`config.mk`:
```
export PLATFORM = sky130hd
export DESIGN_NAME = grc_counter
export DESIGN_NICKNAME = d
export VERILOG_FILES = /design/src/rtl/grc_pkg.sv /design/src/rtl/grc_counter.sv
export SDC_FILE = /design/constraint.sdc
export NUM_CORES = 1
export LEC_CHECK = 0
export BUFFER_PORTS_ARGS = -buffer_cell sky130_fd_sc_hd__buf_4
export CORE_ASPECT_RATIO = 0.9
export CORE_MARGIN = 1
export CORE_UTILIZATION = 50
export CTS_CLUSTER_DIAMETER = 100
export DETAILED_ROUTE_END_ITERATION = 7
export PLACE_DENSITY = 0.76
export SLEW_MARGIN = 15
export SYNTH_ARGS = -nofsm -noshare
export SYNTH_HDL_FRONTEND = slang
export SYNTH_SLANG_ARGS = --single-unit
```
`constraint.sdc`:
```
create_clock -name clock -period 8.8 [get_ports clock]
set_input_delay 1.76 -clock clock [delete_from_list [all_inputs] [get_ports clock]]
set_output_delay 1.76 -clock clock [all_outputs]
set_load 0.02 [all_outputs]
```
`src/rtl/grc_pkg.sv`:
```
package grc_pkg;

  // ****************************************************************
  // Widths and values
  // ****************************************************************
  localparam int GRC_W = 16;
  localparam int GRC_NIB = 4;
  localparam int GRC_DIGITS = 4;
  localparam logic [15:0] GRC_MODE_RST = 16'h0800;
  localparam logic [15:0] GRC_DOWN_TC = 16'h0001;
  localparam logic [15:0] GRC_BCD_TC = 16'h9999;
  localparam logic [15:0] GRC_BIN_TC = 16'hffff;
  localparam logic [3:0] GRC_NIB_MAX = 4'h9;
  localparam logic [3:0] GRC_NIB_ZERO = 4'h0;
  localparam logic [3:0] GRC_NIB_ONE = 4'h1;

  // ****************************************************************
  // Mode word field positions
  // ****************************************************************
  localparam int GRC_BIT_GATE_ON = 15;
  localparam int GRC_BIT_GATE_EDGE = 14;
  localparam int GRC_BIT_GATE_LOW = 13;
  localparam int GRC_BIT_OP_HI = 7;
  localparam int GRC_BIT_OP_LO = 5;
  localparam int GRC_BIT_BCD = 4;
  localparam int GRC_BIT_UP = 3;

  typedef enum logic [2:0] {
    GRC_OP_DUAL = 3'h3,
    GRC_OP_STROBE = 3'h4,
    GRC_OP_SYNC = 3'h5,
    GRC_OP_RELSEL = 3'h6
  } grc_op_t;

  typedef struct packed {
    logic arm;
    logic disarm;
    logic load;
  } grc_cmd_t;

  typedef struct packed {
    logic armed;
    logic running;
    logic second_phase;
    logic reload_pending;
  } grc_stat_t;

endpackage

```
`src/rtl/grc_counter.sv`:
```
`timescale 1ns/10ps
// Notes on behaviour
// - Dual-reload one-shot starts only on a gate edge while armed; disarmed edges ignored.
// - Dual-reload one-shot ignores the gate once triggered until the cycle ends.
// - Dual-reload one-shot: first TC reloads hold, second reloads load and stops.
// - Level strobe mode needs arm, then counts only source edges with gate active.
// - Level strobe mode: TC reloads from load register and disarms.
// - Level strobe: gate edge when armed saves count; next edge loads; then resume.
// - Level retrigger modes count only active source edges while gate is active.
// - Mode bits 7..5 = 100 with edge gating: gate edge starts, level ignored.
// - Edge strobe counts all edges to first TC, reloads load, disarms; host rearms.
// - Edge strobe: every gate edge while armed saves count, next edge loads, second resumes.
// - Sync rate generator counts qualified edges, reloads load at each TC, repeats.
// - Sync rate generator: gate edge anytime saves count, next edge loads, resume.
// - Retriggerable one-shot starts on gate edge, then counts all edges to TC.
// - Retriggerable one-shot: TC reloads load and stops, stays armed for next edge.
// - Retriggerable one-shot: every gate edge while armed saves count, next loads, second resumes.
// - Bits 15..13 = 000 and 7..5 = 110 select gate-chosen reload source always.
// - Gate low selects load register, high selects hold; gate never gates counting.
// - Gate-selected reload mode disarms after the second TC; host must rearm.
// - TC occurs on next count from 0001 down, 9999 BCD up, FFFF binary up.
// - Terminal count stays active for exactly one count-source cycle.
module grc_counter (
  input wire logic clock,
  input wire logic rst,
  input wire logic src_pulse,
  input wire logic gate,
  input wire grc_pkg::grc_cmd_t cmd,
  input wire logic mode_wr,
  input wire logic [grc_pkg::GRC_W-1:0] mode_wdata,
  input wire logic load_wr,
  input wire logic [grc_pkg::GRC_W-1:0] load_wdata,
  input wire logic hold_wr,
  input wire logic [grc_pkg::GRC_W-1:0] hold_wdata,
  output logic [grc_pkg::GRC_W-1:0] mode_word_r,
  output logic [grc_pkg::GRC_W-1:0] load_r,
  output logic [grc_pkg::GRC_W-1:0] hold_r,
  output logic [grc_pkg::GRC_W-1:0] count_r,
  output logic terminal_count,
  output grc_pkg::grc_stat_t status
);
  import grc_pkg::*;

  // ****************************************************************
  // Mode decode
  // ****************************************************************
  logic mode_word_bit15, mode_word_bit14, mode_word_bit13;
  logic [2:0] op_field;
  logic gate_lvl, gate_edge_mode, gate_act, gate_d_r, gate_rise;
  logic m_dual, m_lstrobe, m_estrobe, m_sync, m_retrig, m_relsel;
  logic armed_r, run_r, phase_r, pend_r, tc_r;
  logic count_up, count_bcd, at_tc, enable, go, hit, save_ev, trig;
  logic [GRC_W-1:0] reload_val, load_src, step_val;

  assign mode_word_bit15 = mode_word_r[GRC_BIT_GATE_ON];
  assign mode_word_bit14 = mode_word_r[GRC_BIT_GATE_EDGE];
  assign mode_word_bit13 = mode_word_r[GRC_BIT_GATE_LOW];
  assign op_field = mode_word_r[GRC_BIT_OP_HI:GRC_BIT_OP_LO];
  assign gate_lvl = mode_word_bit15 & ~mode_word_bit14;
  assign gate_edge_mode = mode_word_bit15 & mode_word_bit14;
  assign gate_act = gate ^ (mode_word_bit15 & mode_word_bit13);
  assign gate_rise = gate_act & ~gate_d_r;
  assign count_up = mode_word_r[GRC_BIT_UP];
  assign count_bcd = mode_word_r[GRC_BIT_BCD];

  always_comb begin
    m_dual = (op_field == GRC_OP_DUAL) && gate_edge_mode;
    m_lstrobe = (op_field == GRC_OP_STROBE) && gate_lvl;
    m_estrobe = (op_field == GRC_OP_STROBE) && gate_edge_mode;
    m_sync = (op_field == GRC_OP_SYNC) && gate_lvl;
    m_retrig = (op_field == GRC_OP_SYNC) && gate_edge_mode;
    m_relsel = (op_field == GRC_OP_RELSEL) && !mode_word_bit15 && !mode_word_bit14 && !mode_word_bit13;
  end

  // ****************************************************************
  // Count arithmetic
  // ****************************************************************
  function automatic logic [GRC_W-1:0] bcd_step(input logic [GRC_W-1:0] v, input logic up);
    logic [GRC_W-1:0] r;
    logic c;
    r = v;
    c = 1'b1;
    for (int i = 0; i < GRC_DIGITS; i++) begin
      if (c) begin
        if (up) begin
          if (v[i*GRC_NIB +: GRC_NIB] == GRC_NIB_MAX) begin
            r[i*GRC_NIB +: GRC_NIB] = GRC_NIB_ZERO;
          end else begin
            r[i*GRC_NIB +: GRC_NIB] = v[i*GRC_NIB +: GRC_NIB] + GRC_NIB_ONE;
            c = 1'b0;
          end
        end else begin
          if (v[i*GRC_NIB +: GRC_NIB] == GRC_NIB_ZERO) begin
            r[i*GRC_NIB +: GRC_NIB] = GRC_NIB_MAX;
          end else begin
            r[i*GRC_NIB +: GRC_NIB] = v[i*GRC_NIB +: GRC_NIB] - GRC_NIB_ONE;
            c = 1'b0;
          end
        end
      end
    end
    return r;
  endfunction

  always_comb begin
    if (count_bcd) begin
      step_val = bcd_step(count_r, count_up);
    end else if (count_up) begin
      step_val = count_r + GRC_DOWN_TC;
    end else begin
      step_val = count_r - GRC_DOWN_TC;
    end
    if (!count_up) begin
      at_tc = (count_r == GRC_DOWN_TC);
    end else if (count_bcd) begin
      at_tc = (count_r == GRC_BCD_TC);
    end else begin
      at_tc = (count_r == GRC_BIN_TC);
    end
  end

  // ****************************************************************
  // Event decode
  // ****************************************************************
  always_comb begin
    if (m_dual || m_estrobe || m_retrig) begin
      enable = armed_r && run_r;
    end else begin
      enable = armed_r;
    end
    // Level gating qualifies source edges
    go = src_pulse && enable && !tc_r && (!gate_lvl || gate_act);
    hit = go && !pend_r && at_tc;
    trig = gate_rise && armed_r && !run_r && (m_dual || m_estrobe || m_retrig);
    if (m_lstrobe || m_estrobe || m_retrig) begin
      save_ev = gate_rise && armed_r;
    end else begin
      save_ev = gate_rise && m_sync;
    end
    load_src = (m_relsel && gate_act) ? hold_r : load_r;
    if (m_relsel) begin
      reload_val = load_src;
    end else if (m_dual) begin
      reload_val = phase_r ? load_r : hold_r;
    end else begin
      reload_val = load_r;
    end
  end

  // ****************************************************************
  // Host registers
  // ****************************************************************
  always_ff @(posedge clock or posedge rst) begin
    if (rst) begin
      mode_word_r <= GRC_MODE_RST;
    end else if (mode_wr) begin
      mode_word_r <= mode_wdata;
    end
  end

  always_ff @(posedge clock or posedge rst) begin
    if (rst) begin
      load_r <= '0;
    end else if (load_wr) begin
      load_r <= load_wdata;
    end
  end

  // Hardware save wins over a host write in the same cycle
  always_ff @(posedge clock or posedge rst) begin
    if (rst) begin
      hold_r <= '0;
    end else if (save_ev) begin
      hold_r <= count_r;
    end else if (hold_wr) begin
      hold_r <= hold_wdata;
    end
  end

  always_ff @(posedge clock or posedge rst) begin
    if (rst) begin
      gate_d_r <= 1'b0;
    end else begin
      gate_d_r <= gate_act;
    end
  end

  // ****************************************************************
  // Counter and terminal count
  // ****************************************************************
  always_ff @(posedge clock or posedge rst) begin
    if (rst) begin
      count_r <= '0;
    end else if (cmd.load) begin
      count_r <= load_src;
    end else if (go && pend_r) begin
      count_r <= load_r;
    end else if (hit) begin
      count_r <= reload_val;
    end else if (go) begin
      count_r <= step_val;
    end
  end

  always_ff @(posedge clock or posedge rst) begin
    if (rst) begin
      tc_r <= 1'b0;
    end else if (hit) begin
      tc_r <= 1'b1;
    end else if (src_pulse) begin
      tc_r <= 1'b0;
    end
  end

  // ****************************************************************
  // Sequencing state
  // ****************************************************************
  always_ff @(posedge clock or posedge rst) begin
    if (rst) begin
      armed_r <= 1'b0;
    end else if (cmd.arm) begin
      armed_r <= 1'b1;
    end else if (cmd.disarm) begin
      armed_r <= 1'b0;
    end else if (hit && (m_lstrobe || m_estrobe || (m_relsel && phase_r))) begin
      armed_r <= 1'b0;
    end
  end

  always_ff @(posedge clock or posedge rst) begin
    if (rst) begin
      run_r <= 1'b0;
    end else if (trig) begin
      run_r <= 1'b1;
    end else if (hit && (m_estrobe || m_retrig || (m_dual && phase_r))) begin
      run_r <= 1'b0;
    end
  end

  always_ff @(posedge clock or posedge rst) begin
    if (rst) begin
      phase_r <= 1'b0;
    end else if (cmd.arm || trig) begin
      phase_r <= 1'b0;
    end else if (hit && (m_dual || m_relsel)) begin
      phase_r <= ~phase_r;
    end
  end

  always_ff @(posedge clock or posedge rst) begin
    if (rst) begin
      pend_r <= 1'b0;
    end else if (save_ev) begin
      pend_r <= 1'b1;
    end else if (go) begin
      pend_r <= 1'b0;
    end
  end

  assign terminal_count = tc_r;
  assign status = '{armed: armed_r, running: run_r, second_phase: phase_r, reload_pending: pend_r};
endmodule

```
# Word-level counts from Yosys, hierarchy flattened
# Index checks and enable logic that the tools add are counted.
# W data, S select, Z words.
[totals]
ff_bits = 70
in_bits = 58
[classes]
muxes = 56
addsub = 10
n_reduce_logical = 56
n_eq_ne = 14
bitwise = 8
[op_table]
columns = ["cell", "n"]
rows = [
  ["$mux W16", 12],
  ["$mux W4", 15],
  ["$eq A16 B16 Y1 const B", 2],
  ["$mux W1", 29],
  ["$logic_and A1 B1 Y1", 25],
  ["$add A16 B1 Y16 const B", 1],
  ["$add A4 B1 Y4 const B", 4],
  ["$eq A16 B1 Y1 const B", 1],
  ["$eq A4 B4 Y1 const B", 4],
  ["$logic_not A4 Y1", 4],
  ["$sub A16 B1 Y16 const B", 1],
  ["$sub A4 B1 Y4 const B", 4],
  ["$ne A5 B2 Y1 const B", 3],
  ["$logic_or A1 B1 Y1", 10],
  ["$reduce_bool A2 Y1", 5],
  ["$eq A3 B3 Y1 const B", 3],
  ["$logic_not A1 Y1", 7],
  ["$reduce_and A2 Y1", 3],
  ["$and A1 B1 Y1", 4],
  ["$reduce_bool A4 Y1", 1],
  ["$eq A3 B2 Y1 const B", 1],
  ["$not A1 Y1", 3],
  ["$reduce_bool A3 Y1", 1],
  ["$xor A1 B1 Y1", 1],
]

# Longest topological paths before layout
[depth]
word_depth = 14
ltp_mapped = 11

# Least setup slack after synthesis
# OpenSTA, ideal clock, no wires.
[synth_timing]
path_kind = "in2reg"
start = "in gate"
end = "reg count_r[1] (netlist bit)"
setup_slack_ns = 4.995
t_arrival_ns = 3.710
cell_stages = 7
required_ns = 8.705
path_buffers = 0
path_cell_list = "xnor2_1 -> a311o_1 -> or2_2 -> a211oi_1 -> a21oi_1 -> o2111a_1 -> o31ai_1"
[synth_between]
elab_chain_len = 8
elab_cells_between_ends = 13
classes_between = "mux: 5; bitwise: 1; reduce/logical: 7"
[synth_lines]
columns = ["item", "line_no", "source"]
rows = [
  ["from (decl)", "grc_counter.sv:27", "input wire logic gate,"],
  ["$xor A1 B1 Y1 *", "grc_counter.sv:61", "assign gate_act = gate ^ (mode_word_bit15 & mode_word_bit13);"],
  ["$logic_or A1 B1 Y1", "grc_counter.sv:132", "go = src_pulse && enable && !tc_r && (!gate_lvl || gate_act);"],
  ["$logic_and A1 B1 Y1", "grc_counter.sv:132", ""],
  ["$logic_and A1 B1 Y1 (2 in a row)", "grc_counter.sv:133", "hit = go && !pend_r && at_tc;"],
  ["$mux W16", "grc_counter.sv:198", "end else if (hit) begin"],
  ["$mux W16", "grc_counter.sv:196", "end else if (go && pend_r) begin"],
  ["$mux W16", "grc_counter.sv:194", "end else if (cmd.load) begin"],
  ["to (signal assigned)", "grc_counter.sv:195", "count_r <= load_src;"],
  ["to (signal assigned)", "grc_counter.sv:197", "count_r <= load_r;"],
  ["to (signal assigned)", "grc_counter.sv:199", "count_r <= reload_val;"],
  ["to (decl)", "grc_counter.sv:38", "output logic [grc_pkg::GRC_W-1:0] count_r,"],
]
# Mark *: on every way between the ends. The rest lies on a longest branch, timed or not.
# A chain may end at the register's enable or synchronous reset.

# Final worst setup path
# Same ends and word-level chain as after synthesis.

==> impl_metrics.tcl <==
set metrics [dict create \
    core-area_um2 9830 \
    syn_area_um2 5130 \
    power_density_nw_per_um2 209 \
    cts_hold_buf 0 \
    antenna_found_initial 0 \
    max_stage_delay_ps 710 \
    diodes 0 \
    avgViaCountPerCell 6.40 \
    power_leakage_nw 2.69 \
    ant_nets 0 \
    postCtsSetupBuffers 0 \
    setup_slack_ps 4640 \
    dp.cells 821 \
    cts_tree "yes" \
    synthAdderAreaFrac 0.00732 \
    synthTopCellsByArea "dfrtp_1 (34%), nand2_1 (6.5%), mux2_2 (5.9%)" \
    synthMostInstantiatedCell "nand2_1" \
    cp_slowest_cell "a211oi_1" \
    cts_buffer_depth 2 \
    post-route-period-util 0.473 \
    final_cells 837 \
    synthCells 619 \
    final_layout_size_suffix_gt1_frac 0.277 \
    min_path_type "reg2reg" \
    routedWlPerCell_um 19.4 \
    synth_top_family_by_area "simple AND/OR/NAND/NOR gates" \
    synth_top_area_frac 0.337 \
    synth-seq-cells 70 \
    drtIter0Drc 675 \
    routed_wl_mm 16.2 \
    grt_overflow 0 \
    drc_errors 0 \
    start_util 0.522 \
    crit_path_cell_trace "buf_4 -> xnor2_1 -> a311o_1 -> or2_2 -> a211oi_1 -> a21oi_1 -> o2111a_1 -> o31ai_1" \
    fin_tns_setup_ps 0 \
    grt_pass1_vias 5125 \
    area.growth.synth_to_final_pct 23.9 \
    cp-start-kind "input port" \
    io_pins 127 \
    avgSynthCellArea_um2 8.28 \
    gp_congestion 0.904 \
    setup_viol 0 \
    synth_compound_area_frac 0.221 \
    max_freq_mhz 240 \
    synth_xor_area_frac 0.0256 \
    synth-simple-area-share 0.244 \
    syn-num-nets 680 \
    max_slew_margin 0.246 \
    rows 34 \
    hpwl_mm 11.3 \
    synth_top_cell_by_area "dfrtp_1" \
    arrival_ps 4390 \
    tightest_slew_ps 1130 \
    num_vias 5353 \
    ys_warn_count 0 \
    clock_skew_ps 9.06 \
    drv_slew 0 \
    grt_setup_unrepaired "no" \
    die_h_um 98.1 \
    root_buffer "clkbuf_16" \
    clk_latency_ps 340 \
    async_flop_share 1.00 \
    ys_seq_area_frac 0.342 \
    clk_pin_slew_ps 60 \
    port_buffers 126 \
    vdd_ir_drop_max_mv 0.137 \
    path_class "in2reg" \
    synth_top_flop_cell "dfrtp_1" \
    grt_pass1_wl_mm 26.5 \
    worstPathRequired_ps 9030 \
    clock_sinks 70 \
    synth_common_cells "nand2_1 (89), dfrtp_1 (69), o21ai_0 (49)" \
    status "finished clean" \
    synthMuxAreaShare 0.0984 \
    synth_cell_types 78 \
    hold_viol 0 \
    numCtsBuffers 9 \
    pre_cts_slack_ps 4360 \
    total_power_mw 1.33 \
    htreeDepth 3 \
    grt_usage 0.318 \
    grt_max_degree 71 \
    die_w_um 109 \
    synth-edff-count 0 \
    dr.pass1.iters 5 \
    critPathCaptureType "flop" \
    final_net_count 767 \
    die_area_um2 10700 \
    maxCapViolCount 0 \
    cts_resized 0 \
    min_period_ps 4160 \
    cp_max_fo 7 \
]
==> critical path: cells and delay by family <==
kind	cells	cell delay (ps)
AO/OA/AOI/OAI	5	2020
XOR/XNOR	1	120
buffers and inverters	1	130
AND/OR/NAND/NOR	1	360
==> final timing paths <==
check,start,end,slack (ps),cells after the start
worst min-delay path,mode_word_r[12]$_DFFE_PP0P_,mode_word_r[12]$_DFFE_PP0P_,520,1
worst min register to register,mode_word_r[12]$_DFFE_PP0P_,mode_word_r[12]$_DFFE_PP0P_,520,1
min in group asynchronous,rst,load_r[13]$_DFFE_PP0P_,1680,3
max in group asynchronous,rst,mode_word_r[0]$_DFFE_PP0P_,6540,3
worst max register to register,count_r[1]$_DFFE_PP0P_,count_r[12]$_DFFE_PP0P_,5080,9
worst max-delay path,gate,count_r[1]$_DFFE_PP0P_,4640,8
==> layer usage <==
| layer | up-vias | GRT usage | routed length (um) |
|---|---|---|---|
| met5 | - | 0 | 0 |
| met4 | 0 | 0.130 | 342 |
| met3 | 41 | 0.0654 | 1740 |
| met2 | 315 | 0.439 | 6960 |
| met1 | 2540 | 0.479 | 7160 |
| li1 | 2457 | - | - |
==> through the flow <==
stage | hold WS, ps | utilization | area (um^2)
6_report | 519 | 0.646 | 6350
5_1_grt | 540 | 0.646 | 6350
3_3_place_gp | 493 | 0.616 | 6050
2_1_floorplan | 495 | - | 5130
4_1_cts | 524 | 0.646 | 6350
3_5_place_dp | 510 | 0.616 | 6050
==> cell families (layout without fill, tap and decap cells) <==
kind of cell    after synthesis  in the layout
compound gates              164            164
xor+xnor                     15             15
fa+ha+maj                     3              3
buf+inv                      76            168
flops                        70             70
mux                          47             47
simple gates                244            244
==> cell type report <==
| type | instances | area [um^2] |
|---|---|---|
| multi-input combinational | 473 | 3080 |
| sequential | 70 | 1750 |
| clock buffer | 10 | 229 |
| clock inverter | 6 | 71.3 |
| fill | 804 | 3470 |
| timing repair buffer | 131 | 983 |
| tap | 126 | 158 |
| inverter | 21 | 78.8 |
==> placed cells by master, fill, tap and decap left out, types with 6 or more instances in the layout <==
cell type  instances
o22ai_1            8
or4_1              7
mux2_2            27
nand3_1           21
inv_1             20
nor4_1             6
or3_1              7
o21ai_0           49
clkbuf_16          9
nor3_1            15
mux2i_1           20
dfrtp_1           69
nand2_1           89
nand2b_1           6
nand4_1           13
buf_4            131
o211ai_1          12
nor2_1            36
xnor2_1           13
a21oi_1           23
==> state kept, by name (all words and copies together), names as in the netlist <==
name and flops:
mode_word_r 16, pend_r 1, run_r 1, phase_r 1, count_r 16, terminal_count 1
armed_r 1, load_r 16, hold_r 16, gate_d_r 1
==> report_power, final <==
group	internal [mW]	leakage, nW	switching (mW)
Combinational	0.207	1.72	0.245
Sequential	0.368	0.829	0.140
Clock	0.221	0.139	0.145
Total	0.797	2.69	0.530
(Power assumes the default switching activity.)
